## src/aux_pll_defs.svh

```systemverilog
`ifndef AUX_PLL_DEFS_SVH
`define AUX_PLL_DEFS_SVH

// Serial word geometry
`define WORD_BITS 24
`define ADDR_MSB 3
`define ADDR_LSB 0

// Word address codes in the low nibble
`define ADDR_AUX_REF_WORD 4'h7
`define ADDR_SLEEP_WORD 4'h3
`define ADDR_WAKE_WORD 4'h9

// The main frequency word is the only one with bit 0 clear
`define MAIN_WORD_BIT 0

// Field positions in the divider and pump word
`define SEL_MSB 23
`define SEL_LSB 20
`define GAIN_MSB 19
`define GAIN_LSB 16
`define DIV_MSB 15
`define DIV_LSB 4

// Loose bits in other words
`define SLEEP_BIT 23
`define WAKE_BIT 23

// Reset values
`define DIV_RESET 12'h003
`define GAIN_RESET 4'h0
`define SEL_RESET 4'h1
`define SLEEP_RESET 1'b0
`define WAKE_RESET 1'b0

`endif

```

## src/aux_pll_pkg.sv

```systemverilog
package aux_pll_pkg;

    typedef logic [23:0] ctrl_word_t;
    typedef logic [11:0] ref_div_t;
    typedef logic [3:0] pump_code_t;
    typedef logic [4:0] pump_mult_t;

    typedef enum logic [1:0] {
        WORD_OTHER,
        WORD_MAIN,
        WORD_SLEEP,
        WORD_AUX_REF
    } word_kind_t;

endpackage : aux_pll_pkg

```

## src/serial_word_rx.sv

```systemverilog
`timescale 1ns/1ps
`default_nettype none
`include "aux_pll_defs.svh"

module serial_word_rx
    import aux_pll_pkg::*;
(
    // Clock and reset
    input wire logic core_clk,
    input wire logic rst_n,
    // Three-wire pins
    input wire logic ser_clk,
    input wire logic ser_data,
    input wire logic ser_latch,
    // Latched word
    output logic word_valid,
    output ctrl_word_t word_out
);

    logic [2:0] clk_sync_reg, clk_sync_next;
    logic [2:0] le_sync_reg, le_sync_next;
    logic [1:0] data_sync_reg, data_sync_next;
    ctrl_word_t shift_reg, shift_next;
    ctrl_word_t word_reg, word_next;
    logic valid_reg, valid_next;

    always_comb begin
        clk_sync_next = {clk_sync_reg[1:0], ser_clk};
        le_sync_next = {le_sync_reg[1:0], ser_latch};
        data_sync_next = {data_sync_reg[0], ser_data};
        shift_next = shift_reg;
        word_next = word_reg;
        valid_next = 1'b0;
        // Bits enter MSB first on a rising shift clock while the latch is low
        if (clk_sync_reg[1] && !clk_sync_reg[2] && !le_sync_reg[1]) begin
            shift_next = {shift_reg[22:0], data_sync_reg[1]};
        end
        // Rising latch commits the last 24 bits shifted
        if (le_sync_reg[1] && !le_sync_reg[2]) begin
            word_next = shift_reg;
            valid_next = 1'b1;
        end
    end

    always_ff @(posedge core_clk or negedge rst_n) begin
        if (!rst_n) begin
            clk_sync_reg <= 3'h0;
            // Latch idles high; a low reset value would fake a commit at release
            le_sync_reg <= 3'h7;
            data_sync_reg <= 2'h0;
            shift_reg <= 24'h000000;
            word_reg <= 24'h000000;
            valid_reg <= 1'b0;
        end else begin
            clk_sync_reg <= clk_sync_next;
            le_sync_reg <= le_sync_next;
            data_sync_reg <= data_sync_next;
            shift_reg <= shift_next;
            word_reg <= word_next;
            valid_reg <= valid_next;
        end
    end

    assign word_valid = valid_reg;
    assign word_out = word_reg;

endmodule : serial_word_rx

`default_nettype wire

```

## src/aux_pll_word_decode.sv

```systemverilog
`timescale 1ns/1ps
`default_nettype none
`include "aux_pll_defs.svh"

module aux_pll_word_decode
    import aux_pll_pkg::*;
(
    // Clock and reset
    input wire logic core_clk,
    input wire logic rst_n,
    // Three-wire serial pins
    input wire logic ser_clk,
    input wire logic ser_data,
    input wire logic ser_latch,
    // Chip enable pin
    input wire logic chip_enable,
    // Auxiliary loop control
    output logic aux_pll_run,
    output logic aux_pump_hiz,
    output logic aux_pll_sleep_bit,
    output logic auto_wake_enable,
    output ref_div_t aux_ref_divider,
    // Main pump gain
    output pump_code_t main_pump_gain_code,
    output pump_mult_t main_pump_multiple,
    // Optional word selection
    output logic [2:0] word_programmable,
    output logic select_flag0_bad
);

    logic word_valid;
    ctrl_word_t word;
    logic ce_s1_reg, ce_s1_next;
    logic ce_s2_reg, ce_s2_next;

    serial_word_rx u_rx (
        .core_clk(core_clk),
        .rst_n(rst_n),
        .ser_clk(ser_clk),
        .ser_data(ser_data),
        .ser_latch(ser_latch),
        .word_valid(word_valid),
        .word_out(word)
    );

    // Chip enable is a pin: two flops before the power logic reads it
    always_comb begin
        ce_s1_next = chip_enable;
        ce_s2_next = ce_s1_reg;
    end

    // Reset low keeps the loop down until the pin has been seen high
    always_ff @(posedge core_clk or negedge rst_n) begin
        if (!rst_n) begin
            ce_s1_reg <= 1'b0;
            ce_s2_reg <= 1'b0;
        end else begin
            ce_s1_reg <= ce_s1_next;
            ce_s2_reg <= ce_s2_next;
        end
    end

    // Low nibble picks the word; shared by the decoder and the checks
    function automatic logic [3:0] word_addr(input ctrl_word_t w);
        return w[`ADDR_MSB:`ADDR_LSB];
    endfunction : word_addr

    function automatic word_kind_t classify(input ctrl_word_t w);
        word_kind_t k;
        k = WORD_OTHER;
        if (!w[`MAIN_WORD_BIT]) begin
            k = WORD_MAIN;
        end else if (word_addr(w) == `ADDR_SLEEP_WORD) begin
            k = WORD_SLEEP;
        end else if (word_addr(w) == `ADDR_AUX_REF_WORD) begin
            k = WORD_AUX_REF;
        end
        return k;
    endfunction : classify

    word_kind_t kind;
    assign kind = classify(word);

    logic sleep_reg, sleep_next;
    logic wake_reg, wake_next;
    ref_div_t div_reg, div_next;
    pump_code_t gain_reg, gain_next;
    pump_mult_t mult_reg, mult_next;
    logic [3:0] sel_reg, sel_next;
    logic run_reg, run_next;
    logic hiz_reg, hiz_next;
    logic [2:0] prog_reg, prog_next;
    logic flag0_bad_reg, flag0_bad_next;

    always_comb begin
        sleep_next = sleep_reg;
        wake_next = wake_reg;
        div_next = div_reg;
        gain_next = gain_reg;
        sel_next = sel_reg;
        if (word_valid) begin
            case (kind)
                WORD_AUX_REF: begin
                    sel_next = word[`SEL_MSB:`SEL_LSB];
                    gain_next = word[`GAIN_MSB:`GAIN_LSB];
                    div_next = word[`DIV_MSB:`DIV_LSB];
                end
                WORD_SLEEP: begin
                    sleep_next = word[`SLEEP_BIT];
                end
                WORD_MAIN: begin
                    if (wake_reg) begin
                        sleep_next = 1'b0;
                    end
                end
                default: begin
                    if (word_addr(word) == `ADDR_WAKE_WORD) begin
                        wake_next = word[`WAKE_BIT];
                    end
                end
            endcase
        end
        // Gain is a count of unit currents, so code zero still drives 1X
        mult_next = {1'b0, gain_next} + 5'h01;
        // Pin low overrides the bit; a set sleep bit also holds the loop down with the pin high
        run_next = !sleep_next && ce_s2_reg;
        hiz_next = !run_next;
        // Cleared flags leave words five to seven at their fixed defaults
        prog_next = sel_next[3:1];
        // Flag 0 must be one; a zero is only reported, not corrected
        flag0_bad_next = !sel_next[0];
    end

    always_ff @(posedge core_clk or negedge rst_n) begin
        if (!rst_n) begin
            sleep_reg <= `SLEEP_RESET;
            wake_reg <= `WAKE_RESET;
            div_reg <= `DIV_RESET;
            gain_reg <= `GAIN_RESET;
            mult_reg <= 5'h01;
            sel_reg <= `SEL_RESET;
            run_reg <= 1'b0;
            hiz_reg <= 1'b1;
            prog_reg <= 3'h0;
            flag0_bad_reg <= 1'b0;
        end else begin
            sleep_reg <= sleep_next;
            wake_reg <= wake_next;
            div_reg <= div_next;
            gain_reg <= gain_next;
            mult_reg <= mult_next;
            sel_reg <= sel_next;
            run_reg <= run_next;
            hiz_reg <= hiz_next;
            prog_reg <= prog_next;
            flag0_bad_reg <= flag0_bad_next;
        end
    end

    assign aux_pll_run = run_reg;
    assign aux_pump_hiz = hiz_reg;
    assign aux_pll_sleep_bit = sleep_reg;
    assign auto_wake_enable = wake_reg;
    assign aux_ref_divider = div_reg;
    assign main_pump_gain_code = gain_reg;
    assign main_pump_multiple = mult_reg;
    assign word_programmable = prog_reg;
    assign select_flag0_bad = flag0_bad_reg;
endmodule : aux_pll_word_decode

`default_nettype wire

```

## config.mk

```make
export PLATFORM = sky130hd
export DESIGN_NAME = aux_pll_word_decode
export DESIGN_NICKNAME = d
export VERILOG_FILES = /design/src/aux_pll_pkg.sv /design/src/serial_word_rx.sv /design/src/aux_pll_word_decode.sv
export VERILOG_INCLUDE_DIRS = /design/src
export SDC_FILE = /design/constraint.sdc
export NUM_CORES = 1
export LEC_CHECK = 0
export BUFFER_PORTS_ARGS = -buffer_cell sky130_fd_sc_hd__buf_2
export CORE_ASPECT_RATIO = 2
export CORE_MARGIN = 10
export CORE_UTILIZATION = 40
export DETAILED_ROUTE_END_ITERATION = 8
export GPL_ROUTABILITY_DRIVEN = 0
export PLACE_DENSITY = 0.69
export SYNTH_ARGS = -nofsm -noshare
export SYNTH_HDL_FRONTEND = slang
export SYNTH_SLANG_ARGS = --single-unit
```

## constraint.sdc

```tcl
create_clock -name core_clk -period 2.2 [get_ports core_clk]
set_input_delay 0.33 -clock core_clk [delete_from_list [all_inputs] [get_ports core_clk]]
set_output_delay 0.33 -clock core_clk [all_outputs]
set_load 0.03 [all_outputs]
```

==> run metrics, run 1 <==
outcome=completed; R2R setup slack=0.16 ns; endpoints failing hold=0; kind of critical path=reg -> reg; final non-filler cell total=351; overall global routing resource usage=0.0901; Root Driver=clkbuf_16; # rows=47; PwrDens=948 mW/mm^2; H-Tree Level Count=3; Starting Density=0.410; Port Buf Inserts=34; fmax=489 MHz; met3 Use GR=0.0308; die area=0.0128 sq mm; CP endpoint=aux_pump_hiz$_DFF_PN1_; met2 Usage GRT=0.155; Remaining Overflow, GRT=0; clk_lat worst skew=0.33 ns; Num CTS Buffers=9; final worst path period share=0.929; Seq/Total Area, Yosys=0.658; Slew Viols, Final=0; I/O Pins=35; Vias=1753; final setup TNS=0 ns; Final Setup Violations=0; RSZ-0062 raised after global routing=false; Core Util, Final=0.476; antenna violations before repair=0; CTS tree=done; core box area=0.00829 sq mm; LEAKAGE=2.03 nW; Netlist Area Pre-Place=0.00340 sq mm; Post-CTS Setup Bufs=0; worst slew margin relative to its limit=0.674; Critical Path Fanout Max=5; post-CTS sizing=0; die height=150 um; Remaining DRCs=0; Hold/Removal Path Class=in -> async; fin crit period=2.04 ns; filler cell count=720; number of vias per cell=4.99; detailed placement HPWL=3.62 mm; Data required, critical path=2.46 ns; Data arrival, critical path=2.30 ns; max capacitance violation total=0; # diodes=0; Die X=85.2 um; Post-Synthesis Cells=209; Max Clock Skew=0.00652 ns; clk buf depth=2; Nets=258; Syn Area/Cell=16.3 sq um; largest net degree at the start of global routing=90; Pre-antenna DRT Iters=3; actual slew at the worst max-slew pin=0.489 ns; post-synthesis to final-layout area growth=16.0%; initial DRC count=87; worst vdd ir=0.000498 V; Final ANT Viol Nets=0; hold_ws=0.00186 ns; cell area after layout=0.00395 sq mm; Setup WS post-layout=0.156 ns; first-pass GRT wire length=9.03 mm; Placed Cells incl. Taps=335; Clock Pin Slew Worst Setup and Hold Paths=0.06 ns; count of different cell masters after synthesis=31; CTS Hold Bufs=0; # clock sinks=89; Worst Setup SP=u_rx.word_out[0]$_DFFE_PN0P_; reg2reg path depth=9; vias in the first global route=1876; share of cells above drive strength 1=0.462; r2r endpoint=aux_pump_hiz$_DFF_PN1_; Total Routed Length=5.39 mm; global route hottest layer=met2; post-place setup slack=0.198 ns; #FFs+latches synth=89; dpl cell area=0.00365 sq mm; PnR Total Power=3.74 mW; Wirelength per Cell=15.4 um; met1 Use GR=0.0890; Synthesis Warnings=0; Critical Path End Type=flop; FF-to-FF Start=u_rx.word_out[0]$_DFFE_PN0P_; startpoint type of the worst setup path=flop; syn_nets=219
[worst min-delay path by stage]
stage / slack, ns / depth (start not counted) / to / start
global placement: 0.33 / 0 / u_rx.data_sync_reg[1]$_DFF_PN0_ / u_rx.data_sync_reg[0]$_DFF_PN0_
detailed placement: 0.34 / 0 / u_rx.clk_sync_reg[1]$_DFF_PN0_ / u_rx.clk_sync_reg[0]$_DFF_PN0_
global route: 0.06 / 2 / u_rx.data_sync_reg[0]$_DFF_PN0_ / rst_n
floorplan: 0.03 / 0 / auto_wake_enable$_DFFE_PN0P_ / rst_n
finish: 0.002 / 2 / u_rx.data_sync_reg[0]$_DFF_PN0_ / rst_n
CTS: 0.05 / 2 / ce_s1_reg$_DFF_PN0_ / rst_n
[kinds of logic after synthesis]
group	Yosys count	share of synthesized area
AO/OA/AOI/OAI	9	0.0188
XOR/XNOR	3	0.00773
adder cells (fa/ha/maj)	4	0.0147
buffers and inverters	15	0.0317
flip-flops	89	0.658
multiplexers	70	0.235
AND/OR/NAND/NOR	19	0.0342
[routing by layer]
layer | up-vias | share of wire
met2 | 27 | 0.55
li1 | 803 | -
met1 | 915 | 0.38
met4 | 0 | 0.027
met3 | 8 | 0.044
met5 | - | 0
[placed cells by master (no fill, tap or decap), types with 4 or more instances in the layout]
| cell type | count |
|---|---|
| dfrtp_1 | 81 |
| clkbuf_8 | 4 |
| mux2_2 | 51 |
| mux2_1 | 17 |
| dfstp_2 | 8 |
| inv_1 | 5 |
| buf_2 | 33 |
| nand2_1 | 7 |
| buf_4 | 4 |
| clkbuf_16 | 9 |
| ha_1 | 4 |
[cell usage after synthesis, drive strengths merged]
cell type	count	area, sq um
nand2	8	37.5
mux2i	2	32.5
buf	10	88.8
dfstp	8	210
nor4bb	1	10.0
mux2	68	766
nor2b	1	6.26
inv	5	18.8
a21boi	1	7.51
and2b	1	7.51
a32o	1	10.0
nand4	1	6.26
and2	1	6.26
dfrtp	81	2030
nor2	2	7.51
a31o	1	8.76
nor3b	1	18.8
xnor2	1	8.76
o21ai	3	15.0
or2	1	6.26
xor2	2	17.5
ha	4	50.1
o22ai	1	12.5
a21oi	2	10.0
nand3	2	10.0
[where the power goes]
group	total [mW]	internal [mW]	switching, mW	leakage [nW]
combinational	0.358	0.176	0.182	0.715
sequential	1.93	1.82	0.108	1.17
clock	1.46	0.885	0.571	0.149
[worst max-delay path, stage by stage, from the launching register on]
cell and delay [ns]:
dfrtp_1 0.39, nand2_1 0.07, nor2_1 0.22, nand2_1 0.12, and2_1 0.19, ha_1 0.28
and2b_1 0.20, o21ai_1 0.06, a32o_1 0.22, or2_1 0.21
[cell type report]
cell class	instances	area (sq um)	area share
clock buffers	14	284	0.0720
flip-flops and latches	89	2240	0.567
well taps	98	123	0.0311
multi-input cells	105	1060	0.268
inverters	5	18.8	0.00476
repair buffers	38	215	0.0546
clock inverters	2	10.0	0.00254
Note: power is estimated with default switching activity, not from simulation.
==> inputs of run 2 (changes only) <==
--- a/config.mk
+++ b/config.mk
@@ -6,6 +6,7 @@
 export SDC_FILE = /design/constraint.sdc
 export NUM_CORES = 1
 export LEC_CHECK = 0
+export ABC_AREA = 1
 export BUFFER_PORTS_ARGS = -buffer_cell sky130_fd_sc_hd__buf_2
 export CORE_ASPECT_RATIO = 2
 export CORE_MARGIN = 10
==> run 2 against run 1 <==
Effect of this change: fmax is 7.2% higher; synthesized area fell by 0.55%; sequential power grew 13%; total power is 32% higher; combinational power grew to 2.6 times the previous value; global-route usage up 0.59 points; critical path depth decreased by 1; count of clock-buffer cells in the layout down 3; synthesized cell count grew 49%.
==> run metrics, run 2 <==
Switch Pwr=1.41 mW; count of different cell masters after synthesis=28; Num CTS Buffers=9; Final Setup Violations=0; CTS tree=done; detailed placement HPWL=4.01 mm; worst vdd ir=0.000491 V; PwrDens=1250 mW/mm^2; Remaining Overflow, GRT=0; Root Driver=clkbuf_16; dominant synthesized flop cell=dfrtp_1; Max Clock Skew=0.00623 ns; Pre-antenna DRT Iters=4; fin crit period=1.91 ns; most frequent cells in the layout=dfrtp_1, nand2_1, o21ai_0; Starting Density=0.408; post-synthesis to final-layout area growth=17.3%; combinational fraction of design power=0.191; most common cell after layout, fill and taps aside=dfrtp_1; core box area=0.00829 sq mm; kind of critical path=reg -> reg; number of enable flip-flop cells after synthesis=0; Hold/Removal Path Class=in -> reg; post-synth top area share=0.600; syn_nets=321; Synth area leader=dfrtp_1; antenna violations before repair=0; Vias=2037; Async SR Flop Fraction=1.00; endpoints failing hold=0; I/O Pins=35; Post-Synthesis Cells=311; die height=150 um; LEAKAGE=2.01 nW; max capacitance violation total=0; die area=0.0128 sq mm; clk buf depth=2; Critical Path End Type=flop; Critical Path Fanout Max=13; final worst path period share=0.867; RSZ-0062 raised after global routing=false; Switching Fraction=0.286; Data arrival, critical path=2.13 ns; number of vias per cell=4.55; initial DRC count=116; H-Tree Level Count=3; Cell Int Power=3.54 mW; Nets=355; post-CTS sizing=0; fmax=524 MHz; synth top area cells=dfrtp_1, o21ai_0, nand2_1, dfstp_2, inv_1; Register Area=0.00224 sq mm; actual slew at the worst max-slew pin=0.437 ns; # diodes=0; # clock sinks=89; final setup TNS=0 ns; share of cells above drive strength 1=0.223; overall global routing resource usage=0.0960; Port Buf Inserts=34; Post-CTS Setup Bufs=0; Total Routed Length=5.55 mm; PnR Total Power=4.95 mW; Final ANT Viol Nets=0; first-pass GRT wire length=9.89 mm; clk_lat worst skew=0.33 ns; outcome=completed; most frequent cell after synthesis=dfrtp_1; Netlist Area Pre-Place=0.00338 sq mm; filler cell count=750; Slew Viols, Final=0; top cells by count, synth=dfrtp_1, nand2_1, o21ai_0; #FFs+latches synth=89; area of the multi-input gates=863 sq um; Remaining DRCs=0; Die X=85.0 um; clock power share=0.365; # rows=47; Syn Area/Cell=10.9 sq um; Wirelength per Cell=12.4 um; startpoint type of the worst setup path=flop; Clock Pin Slew Worst Setup and Hold Paths=0.06 ns; Synthesis Warnings=0; largest net degree at the start of global routing=57; worst slew margin relative to its limit=0.709; vias in the first global route=2097; Seq/Total Area, Yosys=0.662; Data required, critical path=2.42 ns; Flop pwr share=0.443
## run 2: metal layers
metal,global-route usage,up-vias,wire (um)
met2,0.158,31,2900
li1,-,1038,-
met3,0.0348,7,302
met4,0.0522,0,102
met5,0,-,0
met1,0.104,961,2250
## run 2: kinds of logic (layout without fill, tap and decap cells)
| kind of cell | after synthesis | in the layout | share of synthesized area |
|---|---|---|---|
| and+or+nand+nor | 92 | 92 | 0.126 |
| DFF | 89 | 89 | 0.662 |
| AOI/OAI and AO/OA | 61 | 61 | 0.0918 |
| buffers and inverters | 58 | 97 | 0.0829 |
| muxes | 6 | 6 | 0.0200 |
| adders and majority gates | 4 | 4 | 0.0148 |
| xor gates and xnor gates | 1 | 1 | 0.00259 |
## run 2: timing repair
action	4_1_cts	5_1_grt
hold buffers	1	0
setup endpoints to repair	0	0
endpoints found under the hold margin	29	0
## run 2: stage by stage
step,instance area [sq um],utilization,setup slack [ns],instances,hold WS (ns)
final,3970,0.478,0.293,448,0.0931
after detailed placement,3600,0.434,0.289,431,0.306
after CTS,3970,0.478,0.269,448,0.0801
after floorplan,3380,-,0.504,311,0.0344
after global routing,3970,0.478,0.131,448,0.0843
after global placement,3600,0.434,0.355,431,0.295
## run 2: worst paths after layout
check	from	slack, ns	depth (start not counted)	end
max	u_rx.word_out[1]$_DFFE_PN0P_	0.29	8	main_pump_multiple[2]$_DFF_PN0_
min	ser_latch	0.09	1	u_rx.le_sync_reg[0]$_DFF_PN1_
max reg2reg	u_rx.word_out[1]$_DFFE_PN0P_	0.29	8	main_pump_multiple[2]$_DFF_PN0_
min reg2reg	u_rx.data_sync_reg[0]$_DFF_PN0_	0.35	0	u_rx.data_sync_reg[1]$_DFF_PN0_
max in group asynchronous	rst_n	1.03	3	main_pump_multiple[0]$_DFF_PN1_
min in group asynchronous	rst_n	0.48	2	u_rx.word_out[6]$_DFFE_PN0P_
## run 2: area by class of cell
cell class,instances,area share
sequential,89,0.564
clock inverter,5,0.0322
tap,98,0.0309
clock buffer,11,0.0587
timing repair buffer,39,0.0568
multi-input combinational,164,0.218
inverter,42,0.0397
## run 2: power by group through the flow
stage	clock (mW)	sequential, mW	combinational, mW
after floorplan	0	2.45	0.441
after global placement	0	2.21	0.940
after detailed placement	0	2.23	0.966
after CTS	1.85	2.20	0.973
after global routing	1.92	2.25	1.07
final	1.81	2.19	0.947
## run 2: critical path: stages (launching register included)
cell and delay, ns:
dfrtp_1 0.40, a31oi_1 0.29, inv_1 0.10, ha_1 0.29, nand2_4 0.20, nand2_1 0.12, nand2_4 0.12, nand3_2 0.09
and2_1 0.16
==> inputs of run 3 (changes only) <==
--- a/config.mk
+++ b/config.mk
@@ -14,6 +14,7 @@
 export DETAILED_ROUTE_END_ITERATION = 8
 export GPL_ROUTABILITY_DRIVEN = 0
 export PLACE_DENSITY = 0.69
+export SETUP_SLACK_MARGIN = 0.3
 export SYNTH_ARGS = -nofsm -noshare
 export SYNTH_HDL_FRONTEND = slang
 export SYNTH_SLANG_ARGS = --single-unit
==> constraint.sdc (replaced) <==
create_clock -name core_clk -period 2.4 [get_ports core_clk]
set_input_delay 0.36 -clock core_clk [delete_from_list [all_inputs] [get_ports core_clk]]
set_output_delay 0.36 -clock core_clk [all_outputs]
set_load 0.03 [all_outputs]
==> run 3 against run 2 <==
Effect of this change: fmax shrank 3.3%; core utilization shrank 0.30 points; die area stayed put; critical path depth is the same; combinational power decreased by 7.1%; via count up 1.4%; global-route usage increased by 0.15 points; clock skew increased by 0.00068 ns; register-to-register slack improved by 0.14 ns.
==> run metrics, run 3 (synthesized netlist as in run 2, its figures left out) <==
Data arrival, critical path=2.20 ns; Port Buf Inserts=34; # rows=47; fmax=507 MHz; first-pass GRT wire length=9.91 mm; most common cell after layout, fill and taps aside=dfrtp_1; die height=150 um; endpoints failing hold=0; Final ANT Viol Nets=0; startpoint type of the worst setup path=flop; share of cells above drive strength 1=0.226; Pre-antenna DRT Iters=4; largest net degree at the start of global routing=48; Placed Cells incl. Taps=431; Vias=2066; worst vdd ir=0.000412 V; clk buf depth=2; worst slew margin relative to its limit=0.602; Hold/Removal Path Class=in -> async; post-CTS sizing=0; initial DRC count=108; # clock sinks=89; hold_ws=0.0332 ns; clk_lat worst skew=0.34 ns; number of vias per cell=4.62; Num CTS Buffers=9; final non-filler cell total=447; Remaining DRCs=0; H-Tree Level Count=3; actual slew at the worst max-slew pin=0.595 ns; # diodes=0; Slew Viols, Final=0; CTS tree=done; overall global routing resource usage=0.0975; filler cell count=731; Remaining Overflow, GRT=0; vias in the first global route=2105; CTS Hold Bufs=0; Data required, critical path=2.62 ns; Starting Density=0.408; Core Util, Final=0.475; Max Clock Skew=0.00691 ns; post-synthesis to final-layout area growth=16.6%; max capacitance violation total=0; die area=0.0128 sq mm; Root Driver=clkbuf_16; detailed placement HPWL=4.14 mm; Clock Pin Slew Worst Setup and Hold Paths=0.06 ns; final worst path period share=0.821; I/O Pins=35; Wirelength per Cell=12.8 um; kind of critical path=reg -> reg; RSZ-0062 raised after global routing=false; PwrDens=1110 mW/mm^2; core box area=0.00829 sq mm; Die X=85.0 um; Total Routed Length=5.74 mm; Post-CTS Setup Bufs=0; LEAKAGE=2.00 nW; Critical Path End Type=flop; final setup TNS=0 ns; fin crit period=1.97 ns; PnR Total Power=4.39 mW; antenna violations before repair=0; outcome=completed; Nets=354; most frequent cells in the layout=dfrtp_1, nand2_1, o21ai_0; Critical Path Fanout Max=15; Final Setup Violations=0
==> run 3: changes by cell type in the layout (fill, tap and decap cells not counted), sizes merged <==
cell / change
clkbuf: +1
bufinv: -2
dlygate4sd3: -1
clkinv: +1
==> run 3: worst paths after layout <==
| kind | endpoint | slack (ns) | startpoint | cells past startpoint |
|---|---|---|---|---|
| worst max-delay path | main_pump_multiple[2]$_DFF_PN0_ | 0.43 | u_rx.word_out[1]$_DFFE_PN0P_ | 8 |
| min in group core_clk | u_rx.le_sync_reg[0]$_DFF_PN1_ | 0.12 | ser_latch | 1 |
| worst min-delay path | u_rx.clk_sync_reg[0]$_DFF_PN0_ | 0.03 | rst_n | 1 |
| worst min register to register | u_rx.data_sync_reg[1]$_DFF_PN0_ | 0.35 | u_rx.data_sync_reg[0]$_DFF_PN0_ | 0 |
| max in group asynchronous | main_pump_multiple[0]$_DFF_PN1_ | 1.71 | rst_n | 2 |
| worst max register to register | main_pump_multiple[2]$_DFF_PN0_ | 0.43 | u_rx.word_out[1]$_DFFE_PN0P_ | 8 |
==> run 3: worst max-delay path, stage by stage, from the launching register on <==
cell and delay (ns):
dfrtp_1 0.40, a31oi_1 0.31, inv_1 0.11, ha_1 0.30, nand2_4 0.23, nand2_1 0.14, nand2_4 0.12, nand3_2 0.09
and2_1 0.16
==> run 3: per-layer routing <==
layer / track usage / wire (um) / vias up
li1: - / - / 1038
met1: 0.102 / 2300 / 985
met2: 0.163 / 3040 / 29
met3: 0.0278 / 223 / 14
met4: 0.0679 / 177 / 0
met5: 0 / 0 / -
==> run 3: power breakdown <==
group / switching (mW) / internal, mW / total, mW
Clock: 0.537 / 0.970 / 1.51
Combinational: 0.612 / 0.269 / 0.880
Sequential: 0.157 / 1.85 / 2.01
Total: 1.31 / 3.09 / 4.39
==> run 3: area by class of cell <==
cell class / count / area [sq um] / share of cell area
flip-flops and latches: 89 / 2240 / 0.568
multi-input cells: 164 / 863 / 0.219
clock buffers: 12 / 256 / 0.0651
repair buffers: 38 / 228 / 0.0578
inverters: 42 / 158 / 0.0400
well taps: 98 / 123 / 0.0311
clock inverters: 4 / 76.3 / 0.0194
==> run 3: per-stage QoR <==
stage | setup slack, ns | area [sq um]
4_1_cts | 0.411 | 3940
5_1_grt | 0.315 | 3940
3_5_place_dp | 0.442 | 3610
2_1_floorplan | 0.704 | 3380
3_3_place_gp | 0.535 | 3610
6_report | 0.429 | 3940
